--- src/hw/lgpd_pkg.sv ---
// Constants and types shared by the bitmap pixel decoder and its byte FIFO.
// Assumes a single 250 MHz dot clock with one dot per clock.
package lgpd_pkg;

  // ==========================================================
  // Modes and serialiser states
  typedef enum logic [1:0] {
    LGPD_LORES = 2'b00,
    LGPD_SINGLE = 2'b01,
    LGPD_DOUBLE = 2'b10
  } lgpd_mode_type;

  typedef enum logic [1:0] {
    LGPD_IDLE = 2'b00,
    LGPD_SHIFT = 2'b01,
    LGPD_PAD = 2'b10
  } lgpd_state_type;

  // ==========================================================
  // Line geometry
  localparam logic [5:0] LAST_BYTE = 6'h27;
  localparam logic [3:0] SINGLE_LAST_DOT = 4'h6;
  localparam logic [3:0] DOUBLE_LAST_DOT = 4'hD;
  localparam logic [9:0] SINGLE_LINE_DOTS = 10'h118;
  localparam logic [9:0] DOUBLE_LINE_DOTS = 10'h230;
  localparam logic [7:0] MIX_FIRST_ROW = 8'hA0;
  localparam int LORES_HALF_BIT = 2;
  localparam int COLSET_BIT = 7;

  // ==========================================================
  // Palette indices
  localparam logic [3:0] COL_BLACK = 4'h0;
  localparam logic [3:0] COL_PURPLE = 4'h3;
  localparam logic [3:0] COL_BLUE = 4'h6;
  localparam logic [3:0] COL_ORANGE = 4'h9;
  localparam logic [3:0] COL_GREEN = 4'hC;
  localparam logic [3:0] COL_WHITE = 4'hF;

  // ==========================================================
  // Display buffer bases
  localparam logic [15:0] TEXT_PAGE1 = 16'h0400;
  localparam logic [15:0] TEXT_PAGE2 = 16'h0800;
  localparam logic [15:0] BITMAP_PAGE1 = 16'h2000;
  localparam logic [15:0] BITMAP_PAGE2 = 16'h4000;

  // ==========================================================
  // FIFO word: row, aux byte, main byte
  localparam int FIFO_DEPTH = 16;
  localparam int WORD_WIDTH = 24;
  localparam int MAIN_LSB = 0;
  localparam int AUX_LSB = 8;
  localparam int ROW_LSB = 16;
  localparam logic [1:0] RESET_STATE = 2'b00;

endpackage

--- src/hw/lgpd_fifo.sv ---
// Synchronous FIFO with valid/ready on both sides.
// Assumes both sides run on clk_in; DEPTH is a power of two.
`timescale 1ns/1ns
`default_nettype none
module lgpd_fifo #(
  parameter int WIDTH = 24,
  parameter int DEPTH = 16
) (
  // Clock and reset
  input wire logic clk_in,
  input wire logic resetn_in,
  // Fill side
  input wire logic wr_valid_in,
  output logic wr_ready_out,
  input wire logic [WIDTH-1:0] wr_data_in,
  // Drain side
  output logic rd_valid_out,
  input wire logic rd_ready_in,
  output logic [WIDTH-1:0] rd_data_out
);
  localparam int AW = $clog2(DEPTH);

  logic [WIDTH-1:0] mem_reg [DEPTH];
  logic [AW:0] wr_ptr_reg;
  logic [AW:0] rd_ptr_reg;
  logic full;
  logic empty;

  assign empty = wr_ptr_reg == rd_ptr_reg;
  assign full = (wr_ptr_reg[AW] != rd_ptr_reg[AW]) &&
                (wr_ptr_reg[AW-1:0] == rd_ptr_reg[AW-1:0]);
  assign wr_ready_out = !full;
  assign rd_valid_out = !empty;
  assign rd_data_out = mem_reg[rd_ptr_reg[AW-1:0]];

  always_ff @(posedge clk_in) begin
    if (wr_valid_in && !full) begin
      mem_reg[wr_ptr_reg[AW-1:0]] <= wr_data_in;
    end
  end

  always_ff @(posedge clk_in) begin
    if (!resetn_in) begin
      wr_ptr_reg <= '0;
    end else if (wr_valid_in && !full) begin
      wr_ptr_reg <= wr_ptr_reg + 1'b1;
    end
  end

  always_ff @(posedge clk_in) begin
    if (!resetn_in) begin
      rd_ptr_reg <= '0;
    end else if (rd_ready_in && !empty) begin
      rd_ptr_reg <= rd_ptr_reg + 1'b1;
    end
  end

  a_no_overrun: assert property (@(posedge clk_in) disable iff (!resetn_in) // RULE25
    full |-> ##1 (wr_ptr_reg == $past(wr_ptr_reg)))
    else $error("fifo pointer moved while full");
endmodule
`default_nettype wire

--- src/hw/lgpd_pixel_decoder.sv ---
// Bitmap pixel decoder: display bytes in, one palette index per dot clock out.
// Assumes the fetch logic supplies bytes in line order with their row number,
// and that mode inputs come from soft-switch logic on the same clock.
//
// Overview of operation
// (RULE1) Low-res grid is 40 by 48 blocks
// (RULE2) Byte makes two stacked blocks in cell
// (RULE3) Low nibble top block, high nibble bottom
// (RULE4) Nibble picks palette entry, 0 black, 15 white
// (RULE5) Low-res uses forty-column text buffer
// (RULE6) Blocks drawn with no blank dots between
// (RULE7) High-res is 192 lines of 280 dots
// (RULE8) High-res fetch from one of two pages
// (RULE9) Bits 0..6 give seven dots, 40 bytes/line
// (RULE10) Bit 0 shifted out first, leftmost
// (RULE11) Bit 7 not shown, picks colour set
// (RULE12) Monochrome dot follows its data bit
// (RULE13) Colour dot with clear bit is black
// (RULE14) Set 0 lone dot purple even, green odd
// (RULE15) Set 1 lone dot blue even, orange odd
// (RULE16) Two adjacent lit dots are both white
// (RULE17) Colour set applies to whole byte
// (RULE18) Colour cell spans two dots, 140 cells
// (RULE19) Double mode: 192 lines of 560 dots
// (RULE20) Double uses main and aux, bit 7 hidden
// (RULE21) Aux byte dots first, then main byte
// (RULE22) Double colour from four-dot sliding window
// (RULE23) Double enable turns high-res into double
// (RULE24) Mixed mode: text replaces bottom 32 rows
// (RULE25) One four-bit palette index per dot clock
`timescale 1ns/1ns
`default_nettype none
module lgpd_pixel_decoder (
  // Clock and reset
  input wire logic clk_in,
  input wire logic resetn_in,
  // Display mode controls
  input wire logic bitmap_mode_select_in,
  input wire logic double_resolution_enable_in,
  input wire logic mixed_mode_in,
  input wire logic page_select_in,
  // Display bytes from fetch logic
  input wire logic byte_valid_in,
  output logic byte_ready_out,
  input wire logic [7:0] byte_main_in,
  input wire logic [7:0] byte_aux_in,
  input wire logic [7:0] byte_row_in,
  // Fetch buffer base
  output logic [15:0] fetch_base_out,
  // Dot stream to video encoder
  output logic dot_valid_out,
  input wire logic dot_ready_in,
  output logic [3:0] dot_index_out,
  output logic dot_mono_out,
  output logic dot_text_out,
  output logic dot_first_out
);

  // ==========================================================
  // Helper functions
  function automatic logic dot_bit(input logic [7:0] aux, input logic [7:0] main,
                                   input logic dbl, input logic [3:0] cnt);
    logic [15:0] bits;
    bits = dbl ? {2'b00, main[6:0], aux[6:0]} : {9'h000, main[6:0]};
    return bits[cnt];
  endfunction

  function automatic logic [3:0] dhr_index(input logic [3:0] bits, input logic [1:0] ph);
    logic [3:0] idx;
    logic [1:0] p;
    idx = 4'h0;
    for (int i = 0; i < 4; i++) begin
      p = ph + 2'(i);
      idx[p] = bits[i];
    end
    return idx;
  endfunction

  // ==========================================================
  // Byte FIFO
  logic fifo_valid;
  logic fifo_ready;
  logic [lgpd_pkg::WORD_WIDTH-1:0] fifo_word;

  lgpd_fifo #(
    .WIDTH(lgpd_pkg::WORD_WIDTH),
    .DEPTH(lgpd_pkg::FIFO_DEPTH)
  ) u_fifo (
    .clk_in(clk_in),
    .resetn_in(resetn_in),
    .wr_valid_in(byte_valid_in),
    .wr_ready_out(byte_ready_out),
    .wr_data_in({byte_row_in, byte_aux_in, byte_main_in}),
    .rd_valid_out(fifo_valid),
    .rd_ready_in(fifo_ready),
    .rd_data_out(fifo_word)
  );

  // ==========================================================
  // Serialiser state
  lgpd_pkg::lgpd_state_type state_reg;
  lgpd_pkg::lgpd_mode_type mode_reg;
  lgpd_pkg::lgpd_mode_type eff_mode;
  logic [3:0] cnt_reg;
  logic [5:0] byte_cnt_reg;
  logic [9:0] col_reg;
  logic [7:0] main_reg;
  logic [7:0] aux_reg;
  logic [7:0] row_reg;
  logic mixed_reg;
  logic [15:0] fetch_base_reg;

  logic r_bit;
  logic r_pad;
  logic r_text;
  logic [3:0] r_nibble;
  logic last_dot;
  logic line_end;
  logic stall;
  logic adv;
  logic load;

  // Double enable turns bitmap select into double mode
  // (RULE23) mode resolution
  always_comb begin
    if (!bitmap_mode_select_in) begin
      eff_mode = lgpd_pkg::LGPD_LORES;
    end else if (double_resolution_enable_in) begin
      eff_mode = lgpd_pkg::LGPD_DOUBLE;
    end else begin
      eff_mode = lgpd_pkg::LGPD_SINGLE;
    end
  end

  // (RULE10) low bit first
  // (RULE20) seven bits of each byte
  // (RULE21) aux dots lead
  assign r_bit = !r_pad && dot_bit(aux_reg, main_reg, mode_reg == lgpd_pkg::LGPD_DOUBLE, cnt_reg);
  assign r_pad = state_reg == lgpd_pkg::LGPD_PAD;
  // (RULE2) row bit 2 picks cell half
  // (RULE3) nibble to block
  assign r_nibble = row_reg[lgpd_pkg::LORES_HALF_BIT] ? main_reg[7:4] : main_reg[3:0];
  // (RULE24) bottom rows to text
  assign r_text = mixed_reg && (row_reg >= lgpd_pkg::MIX_FIRST_ROW);
  // (RULE19) fourteen dots double
  assign last_dot = cnt_reg == ((mode_reg == lgpd_pkg::LGPD_DOUBLE) ?
                    lgpd_pkg::DOUBLE_LAST_DOT : lgpd_pkg::SINGLE_LAST_DOT);
  // (RULE1) forty block columns
  // (RULE9) forty bytes per line
  assign line_end = byte_cnt_reg == lgpd_pkg::LAST_BYTE;
  assign stall = dot_valid_out && !dot_ready_in;
  assign adv = !stall && (state_reg != lgpd_pkg::LGPD_IDLE);
  assign fifo_ready = (state_reg == lgpd_pkg::LGPD_IDLE) ||
                      (adv && (r_pad || (last_dot && !line_end)));
  assign load = fifo_ready && fifo_valid;

  always_ff @(posedge clk_in) begin
    if (!resetn_in) begin
      state_reg <= lgpd_pkg::LGPD_IDLE;
    end else if (load) begin
      state_reg <= lgpd_pkg::LGPD_SHIFT;
    end else if (adv) begin
      unique case (state_reg)
        lgpd_pkg::LGPD_SHIFT: begin
          if (last_dot) begin
            state_reg <= line_end ? lgpd_pkg::LGPD_PAD : lgpd_pkg::LGPD_IDLE;
          end
        end
        lgpd_pkg::LGPD_PAD: begin
          state_reg <= lgpd_pkg::LGPD_IDLE;
        end
        default: begin
          state_reg <= lgpd_pkg::LGPD_IDLE;
        end
      endcase
    end
  end

  always_ff @(posedge clk_in) begin
    if (!resetn_in) begin
      cnt_reg <= 4'h0;
    end else if (load) begin
      cnt_reg <= 4'h0;
    end else if (adv && !r_pad) begin
      cnt_reg <= cnt_reg + 4'h1;
    end
  end

  always_ff @(posedge clk_in) begin
    if (!resetn_in) begin
      byte_cnt_reg <= 6'h00;
    end else if (adv && !r_pad && last_dot) begin
      byte_cnt_reg <= line_end ? 6'h00 : byte_cnt_reg + 6'h01;
    end
  end

  always_ff @(posedge clk_in) begin
    if (!resetn_in) begin
      col_reg <= 10'h000;
    end else if (adv) begin
      col_reg <= r_pad ? 10'h000 : col_reg + 10'h001;
    end
  end

  // Mode is taken per byte, so a mode change waits for the next byte load
  // (RULE5) held bytes keep their mode
  always_ff @(posedge clk_in) begin
    if (!resetn_in) begin
      main_reg <= 8'h00;
      aux_reg <= 8'h00;
      row_reg <= 8'h00;
      mode_reg <= lgpd_pkg::LGPD_LORES;
      mixed_reg <= 1'b0;
    end else if (load) begin
      main_reg <= fifo_word[lgpd_pkg::MAIN_LSB +: 8];
      aux_reg <= fifo_word[lgpd_pkg::AUX_LSB +: 8];
      row_reg <= fifo_word[lgpd_pkg::ROW_LSB +: 8];
      mode_reg <= eff_mode;
      mixed_reg <= mixed_mode_in;
    end
  end

  // (RULE8) page base for fetch
  always_ff @(posedge clk_in) begin
    if (!resetn_in) begin
      fetch_base_reg <= lgpd_pkg::TEXT_PAGE1;
    end else if (bitmap_mode_select_in) begin
      fetch_base_reg <= page_select_in ? lgpd_pkg::BITMAP_PAGE2 : lgpd_pkg::BITMAP_PAGE1;
    end else begin
      fetch_base_reg <= page_select_in ? lgpd_pkg::TEXT_PAGE2 : lgpd_pkg::TEXT_PAGE1;
    end
  end
  assign fetch_base_out = fetch_base_reg;

  // ==========================================================
  // Neighbour window: w0 is the dot being resolved, r_bit its right side
  logic w0_valid_reg;
  logic w0_pad_reg;
  logic w0_bit_reg;
  logic w0_first_reg;
  logic [1:0] w0_col_reg;
  logic w0_colset_reg;
  lgpd_pkg::lgpd_mode_type w0_mode_reg;
  logic [3:0] w0_nibble_reg;
  logic w0_text_reg;
  logic w1_bit_reg;
  logic w2_bit_reg;

  always_ff @(posedge clk_in) begin
    if (!resetn_in) begin
      w0_valid_reg <= 1'b0;
      w0_pad_reg <= 1'b0;
      w0_bit_reg <= 1'b0;
      w0_first_reg <= 1'b0;
      w0_col_reg <= 2'b00;
      w0_colset_reg <= 1'b0;
      w0_mode_reg <= lgpd_pkg::LGPD_LORES;
      w0_nibble_reg <= 4'h0;
      w0_text_reg <= 1'b0;
      w1_bit_reg <= 1'b0;
      w2_bit_reg <= 1'b0;
    end else if (adv) begin
      w0_valid_reg <= 1'b1;
      w0_pad_reg <= r_pad;
      w0_bit_reg <= r_bit;
      w0_first_reg <= col_reg == 10'h000;
      w0_col_reg <= col_reg[1:0];
      // (RULE17) set taken per byte
      w0_colset_reg <= main_reg[lgpd_pkg::COLSET_BIT];
      w0_mode_reg <= mode_reg;
      w0_nibble_reg <= r_nibble;
      w0_text_reg <= r_text;
      w1_bit_reg <= w0_bit_reg;
      w2_bit_reg <= w0_pad_reg ? 1'b0 : w1_bit_reg;
    end
  end

  // ==========================================================
  // Colour resolution
  logic emit;
  logic left_bit;
  logic [3:0] idx_next;
  logic mono_next;

  assign emit = adv && w0_valid_reg && !w0_pad_reg;
  assign left_bit = !w0_first_reg && w1_bit_reg;

  always_comb begin
    idx_next = lgpd_pkg::COL_BLACK;
    mono_next = w0_bit_reg;
    unique case (w0_mode_reg)
      lgpd_pkg::LGPD_LORES: begin
        // (RULE4) nibble is palette index
        // (RULE6) every dot of the block lit
        idx_next = w0_nibble_reg;
        mono_next = |w0_nibble_reg;
      end
      lgpd_pkg::LGPD_SINGLE: begin
        // (RULE13) clear bit is black
        if (!w0_bit_reg) begin
          idx_next = lgpd_pkg::COL_BLACK;
        // (RULE16) lit pair is white
        end else if (left_bit || r_bit) begin
          idx_next = lgpd_pkg::COL_WHITE;
        // (RULE18) parity picks cell half
        // (RULE14) set zero colours
        end else if (!w0_colset_reg) begin
          idx_next = w0_col_reg[0] ? lgpd_pkg::COL_GREEN : lgpd_pkg::COL_PURPLE;
        // (RULE15) set one colours
        end else begin
          idx_next = w0_col_reg[0] ? lgpd_pkg::COL_ORANGE : lgpd_pkg::COL_BLUE;
        end
      end
      lgpd_pkg::LGPD_DOUBLE: begin
        // (RULE22) four-dot window colour
        idx_next = dhr_index({r_bit, w0_bit_reg, w1_bit_reg, w2_bit_reg},
                             w0_col_reg - 2'b10);
      end
      default: begin
        idx_next = lgpd_pkg::COL_BLACK;
      end
    endcase
    if (w0_text_reg) begin
      idx_next = lgpd_pkg::COL_BLACK;
      mono_next = 1'b0;
    end
  end

  // ==========================================================
  // Output stage, one dot per clock while the encoder accepts
  logic [3:0] dot_index_reg;
  logic dot_valid_reg;
  logic dot_mono_reg;
  logic dot_text_reg;
  logic dot_first_reg;

  // (RULE25) index per dot clock
  always_ff @(posedge clk_in) begin
    if (!resetn_in) begin
      dot_valid_reg <= 1'b0;
    end else if (!stall) begin
      dot_valid_reg <= emit;
    end
  end

  // (RULE12) mono follows bit
  always_ff @(posedge clk_in) begin
    if (!resetn_in) begin
      dot_index_reg <= lgpd_pkg::COL_BLACK;
      dot_mono_reg <= 1'b0;
      dot_text_reg <= 1'b0;
      dot_first_reg <= 1'b0;
    end else if (emit) begin
      dot_index_reg <= idx_next;
      dot_mono_reg <= mono_next;
      dot_text_reg <= w0_text_reg;
      dot_first_reg <= w0_first_reg;
    end
  end

  assign dot_valid_out = dot_valid_reg;
  assign dot_index_out = dot_index_reg;
  assign dot_mono_out = dot_mono_reg;
  assign dot_text_out = dot_text_reg;
  assign dot_first_out = dot_first_reg;

  // ==========================================================
  // Checks
  a_zero_dot_black: assert property (@(posedge clk_in) disable iff (!resetn_in) // RULE13
    emit && w0_mode_reg == lgpd_pkg::LGPD_SINGLE && !w0_bit_reg && !w0_text_reg
    |=> dot_index_out == lgpd_pkg::COL_BLACK)
    else $error("clear high-res bit not black");

  a_lit_pair_white: assert property (@(posedge clk_in) disable iff (!resetn_in) // RULE16
    emit && w0_mode_reg == lgpd_pkg::LGPD_SINGLE && w0_bit_reg && r_bit && !w0_text_reg
    |=> dot_index_out == lgpd_pkg::COL_WHITE)
    else $error("adjacent lit dots not white");

  a_set_zero_colour: assert property (@(posedge clk_in) disable iff (!resetn_in) // RULE14
    emit && w0_mode_reg == lgpd_pkg::LGPD_SINGLE && w0_bit_reg && !left_bit && !r_bit
    && !w0_colset_reg && !w0_text_reg
    |=> dot_index_out == ($past(w0_col_reg[0]) ? lgpd_pkg::COL_GREEN : lgpd_pkg::COL_PURPLE))
    else $error("lone dot wrong in set zero");

  a_set_one_colour: assert property (@(posedge clk_in) disable iff (!resetn_in) // RULE15
    emit && w0_mode_reg == lgpd_pkg::LGPD_SINGLE && w0_bit_reg && !left_bit && !r_bit
    && w0_colset_reg && !w0_text_reg
    |=> dot_index_out == ($past(w0_col_reg[0]) ? lgpd_pkg::COL_ORANGE : lgpd_pkg::COL_BLUE))
    else $error("lone dot wrong in set one");

  a_lores_nibble: assert property (@(posedge clk_in) disable iff (!resetn_in) // RULE3
    emit && w0_mode_reg == lgpd_pkg::LGPD_LORES && !w0_text_reg
    |=> dot_index_out == $past(w0_nibble_reg) && dot_mono_out == (|dot_index_out))
    else $error("low-res nibble not routed");

  // (RULE7) 280 dots per line, (RULE19) 560 in double mode
  a_line_length: assert property (@(posedge clk_in) disable iff (!resetn_in) // RULE9
    adv && r_pad |-> col_reg == ((mode_reg == lgpd_pkg::LGPD_DOUBLE) ?
      lgpd_pkg::DOUBLE_LINE_DOTS : lgpd_pkg::SINGLE_LINE_DOTS))
    else $error("line dot count wrong");

  a_top_bit_hidden: assert property (@(posedge clk_in) disable iff (!resetn_in) // RULE11
    state_reg == lgpd_pkg::LGPD_SHIFT |-> cnt_reg <= ((mode_reg == lgpd_pkg::LGPD_DOUBLE) ?
      lgpd_pkg::DOUBLE_LAST_DOT : lgpd_pkg::SINGLE_LAST_DOT))
    else $error("dot counter ran into bit 7");

  a_mono_follow: assert property (@(posedge clk_in) disable iff (!resetn_in) // RULE12
    emit && w0_mode_reg != lgpd_pkg::LGPD_LORES && !w0_text_reg
    |=> dot_mono_out == $past(w0_bit_reg))
    else $error("mono dot differs from bit");

  a_mixed_text: assert property (@(posedge clk_in) disable iff (!resetn_in) // RULE24
    emit && w0_text_reg |=> dot_text_out && dot_index_out == lgpd_pkg::COL_BLACK)
    else $error("text rows not marked");

  a_output_hold: assert property (@(posedge clk_in) disable iff (!resetn_in) // RULE25
    stall |=> dot_valid_out && $stable(dot_index_out))
    else $error("dot dropped under back-pressure");

endmodule
`default_nettype wire

--- config.mk ---
export PLATFORM = sky130hd
export DESIGN_NAME = lgpd_pixel_decoder
export DESIGN_NICKNAME = d
export VERILOG_FILES = /design/src/hw/lgpd_pkg.sv /design/src/hw/lgpd_fifo.sv /design/src/hw/lgpd_pixel_decoder.sv
export SDC_FILE = /design/constraint.sdc
export NUM_CORES = 1
export LEC_CHECK = 0
export ABC_AREA = 1
export BUFFER_PORTS_ARGS = -buffer_cell sky130_fd_sc_hd__buf_2
export CAP_MARGIN = 15
export CORE_MARGIN = 4
export CORE_UTILIZATION = 35
export CTS_CLUSTER_SIZE = 12
export DETAILED_ROUTE_END_ITERATION = 6
export GPL_ROUTABILITY_DRIVEN = 0
export GPL_TIMING_DRIVEN = 0
export SLEW_MARGIN = 25
export SYNTH_ARGS = -nofsm -noshare
export SYNTH_HDL_FRONTEND = slang
export SYNTH_SLANG_ARGS = --single-unit
--- constraint.sdc ---
create_clock -name clk_in -period 2.25 [get_ports clk_in]
set_clock_uncertainty 0.05 [all_clocks]
set_input_delay 0 -clock clk_in [delete_from_list [all_inputs] [get_ports clk_in]]
set_output_delay 0 -clock clk_in [all_outputs]
set_load 0.02 [all_outputs]
==> flow_summary_export.csv <==
group,metric,value,unit
routing,viasPerCell,5.26,
routing,ant_nets,0,
timing,setup_violations,0,
floorplanning,core-area,44500,um^2
cells_and_area,fill_cells,4172,
timing,max_freq,462,MHz
routing,firstDrtPassIters,6,
floorplanning,start_util,0.356,
global_route,gr-usage-all-layers,0.178,
yosys,synthCells,1415,
cells_and_area,largest_reg_flops,304,
power,p_leak,6.59,nW
timing,finalMaxSlewViolations,0,
worst_setup_path,crit_required,2450,ps
placement,numPortBuffers,39,
cells_and_area,antenna-diode-count,0,
placement,hpwl,28200,um
global_route,grt_pass1_vias,11310,
flow_run,cap_viol_max_count,0,
timing,max_slew_margin,0.519,
yosys,synth_cell_types,44,
floorplanning,die_h,221,um
min_path,min_path_type,"in -> reg",
timing,hold_viol,0,
yosys,avgSynthCellArea,11.2,um^2
cells_and_area,synthToLayoutAreaGrowth,20.6,%
clock_network,cts.sinks,386,
timing,fin_crit_sh,0.962,
outcome,outcome,"finished, final reports clean",
placement,placed_cell_area,17000,um^2
yosys,yosys_warnings,0,
cells_and_area,fin_area,19100,um^2
worst_setup_path,crit_arrival,2360,ps
cells_and_area,multi_input_area,4530,um^2
cells_and_area,stdcell_count,2182,
routing,wl,44700,um
routing,drcViolationCount,0,
worst_setup_path,crit_path_end_kind,"register",
clock_network,clkTransAtPathRegs,60,ps
worst_setup_path,crit_path_max_fanout,19,
cells_and_area,ff_latch_area,10800,um^2
cells_and_area,drive_gt1_frac,0.159,
yosys,netlist_area,15900,um^2
cells_and_area,finalNetCount,1610,
routing,drtIter0Drc,1214,
clock_network,root_buffer,"clkbuf_16",
clock_network,clock_latency,570,ps
global_route,antenna_found_initial,0,
clock_network,numCtsBuffers,42,
global_route,grt_overflow_total,0,
clock_network,htreeDepth,2,
clock_network,clk_path_buf_depth,3,
cells_and_area,fin_util,0.430,
timing,tightest_slew,722,ps
global_route,grt_max_degree,20,
worst_setup_path,crit_type,"reg -> reg",
floorplanning,placementRows,77,
routing,vias,11486,
clock_network,cts_tree,"built",
yosys,synth_seq_cells,386,
worst_setup_path,cp-start-kind,"register",
timing,period_minus_slack,2170,ps
floorplanning,die-area,48800,um^2
power,finalPower,0.0210,W
global_route,grt_first_pass_wirelength,67800,um
power,ir_worst_vdd,710,uV
power,powerDensity,1100,nW/um^2
routing,route.detailed.wl_per_inst,20.5,um
floorplanning,dieWidth,221,um
floorplanning,boundaryPins,57,
placement,dp.cells,2057,
yosys,yosysSeqAreaShare,0.679,
timing,hold-worst-slack,135,ps
==> layout by cell type, fill, tap and decap left out, drive strengths merged, types with 36 or more instances in the layout <==
master | synthesis | final
buf | 42 | 105
inv | 66 | 66
o22ai | 46 | 46
dfxtp | 82 | 82
nand3 | 71 | 71
o21ai | 187 | 187
a21oi | 61 | 61
nand2 | 169 | 169
nor2 | 221 | 222
edfxtp | 304 | 304
clkbuf | 62 | 120
o221ai | 36 | 36
==> layer usage <==
metal / up-vias / track usage / part of all wire / wire (um)
li1: 5331 / - / - / -
met1: 5544 / 0.245 / 0.42 / 18900
met2: 511 / 0.285 / 0.46 / 20500
met3: 100 / 0.0325 / 0.086 / 3830
met4: 0 / 0.0620 / 0.033 / 1480
met5: - / 0 / 0 / 0
==> per-stage QoR <==
stage	TNS, ps	setup slack [ps]
global placement	-218490	-795
CTS	0	0.115
floorplan	-17220	-65.1
finish	0	84.7
global route	-4.48	-2.40
detailed placement	-138720	-502
==> report_power, final <==
| group | internal, W | switching [W] |
|---|---|---|
| Clock | 0.00363 | 0.00275 |
| Sequential | 0.00810 | 0.000281 |
| Combinational | 0.00192 | 0.00428 |
| Total | 0.0136 | 0.00732 |
==> cell families (layout without fill, tap and decap cells) <==
family / after synthesis / count (layout) / synth area share
flip-flops: 386 / 386 / 0.679
adder cells (fa/ha/maj): 11 / 11 / 0.00868
other: 1 / 12 / 0.000237
XOR/XNOR: 12 / 12 / 0.00663
AND/OR/NAND/NOR: 482 / 483 / 0.126
buffers and inverters: 172 / 335 / 0.0488
AO/OA/AOI/OAI: 351 / 351 / 0.130
==> layout make-up <==
class	instances	share of cell area
timing repair buffer	96	0.0516
buffer	104	0.0307
clock inverter	15	0.00641
sequential	386	0.563
multi-input combinational	869	0.237
tap	592	0.0387
inverter	68	0.0137
clock buffer	52	0.0586
==> final timing paths <==
check | from | endpoint | slack, ps | cells past startpoint
worst max-delay path | u_fifo.rd_ptr_reg[0]$_SDFFE_PN0P_ | u_fifo.mem_reg[3][21]$_DFFE_PP_ | 80 | 10
worst min-delay path | bitmap_mode_select_in | fetch_base_out[11]$_SDFF_PP0_ | 130 | 3
worst min register to register | dot_index_out[0]$_SDFFE_PN0P_ | dot_index_out[0]$_SDFFE_PN0P_ | 410 | 2
worst max register to register | u_fifo.rd_ptr_reg[0]$_SDFFE_PN0P_ | u_fifo.mem_reg[3][21]$_DFFE_PP_ | 80 | 10
==> critical path: stages (launching register included) <==
cell and delay (ps):
dfxtp_1 330, buf_4 190, buf_8 170, xor2_1 180
nor4_2 70, nand2_1 100, nand2_2 110, inv_6 130
nand3_2 140, nor2_4 160, buf_12 200
==> synth_stat cells, drive strengths merged <==
cell | count | area (um^2)
a2111oi | 1 | 8.76
a211oi | 9 | 82.6
a21oi | 61 | 324
and3b | 1 | 8.76
buf | 42 | 284
clkbuf | 62 | 233
clkinv | 2 | 8.75
conb | 1 | 3.75
dfxtp | 82 | 1640
edfxtp | 304 | 9130
ha | 11 | 138
inv | 66 | 248
nand2 | 169 | 654
nand3 | 71 | 360
nand4 | 4 | 25.0
nor2 | 221 | 847
nor3 | 9 | 56.3
nor3b | 3 | 22.5
nor4 | 3 | 25.0
o211ai | 7 | 52.6
o21a | 3 | 22.5
o21ai | 187 | 940
o221ai | 36 | 315
o22ai | 46 | 288
o311ai | 1 | 26.3
or2 | 1 | 6.26
xnor2 | 2 | 17.5
xor2 | 10 | 87.6
==> repair_timing <==
| action | in CTS | in global routing |
|---|---|---|
| gates resized for setup | 27 | 52 |
| buffers inserted | 27 | 1 |
| cloned | 1 | 2 |
| hold endpoints to repair | 335 | 0 |
| setup endpoints to repair | 325 | 289 |
| hold buffers | 27 | 0 |
| pin swaps | 17 | 3 |
Note: power is estimated with default switching activity, not from simulation.
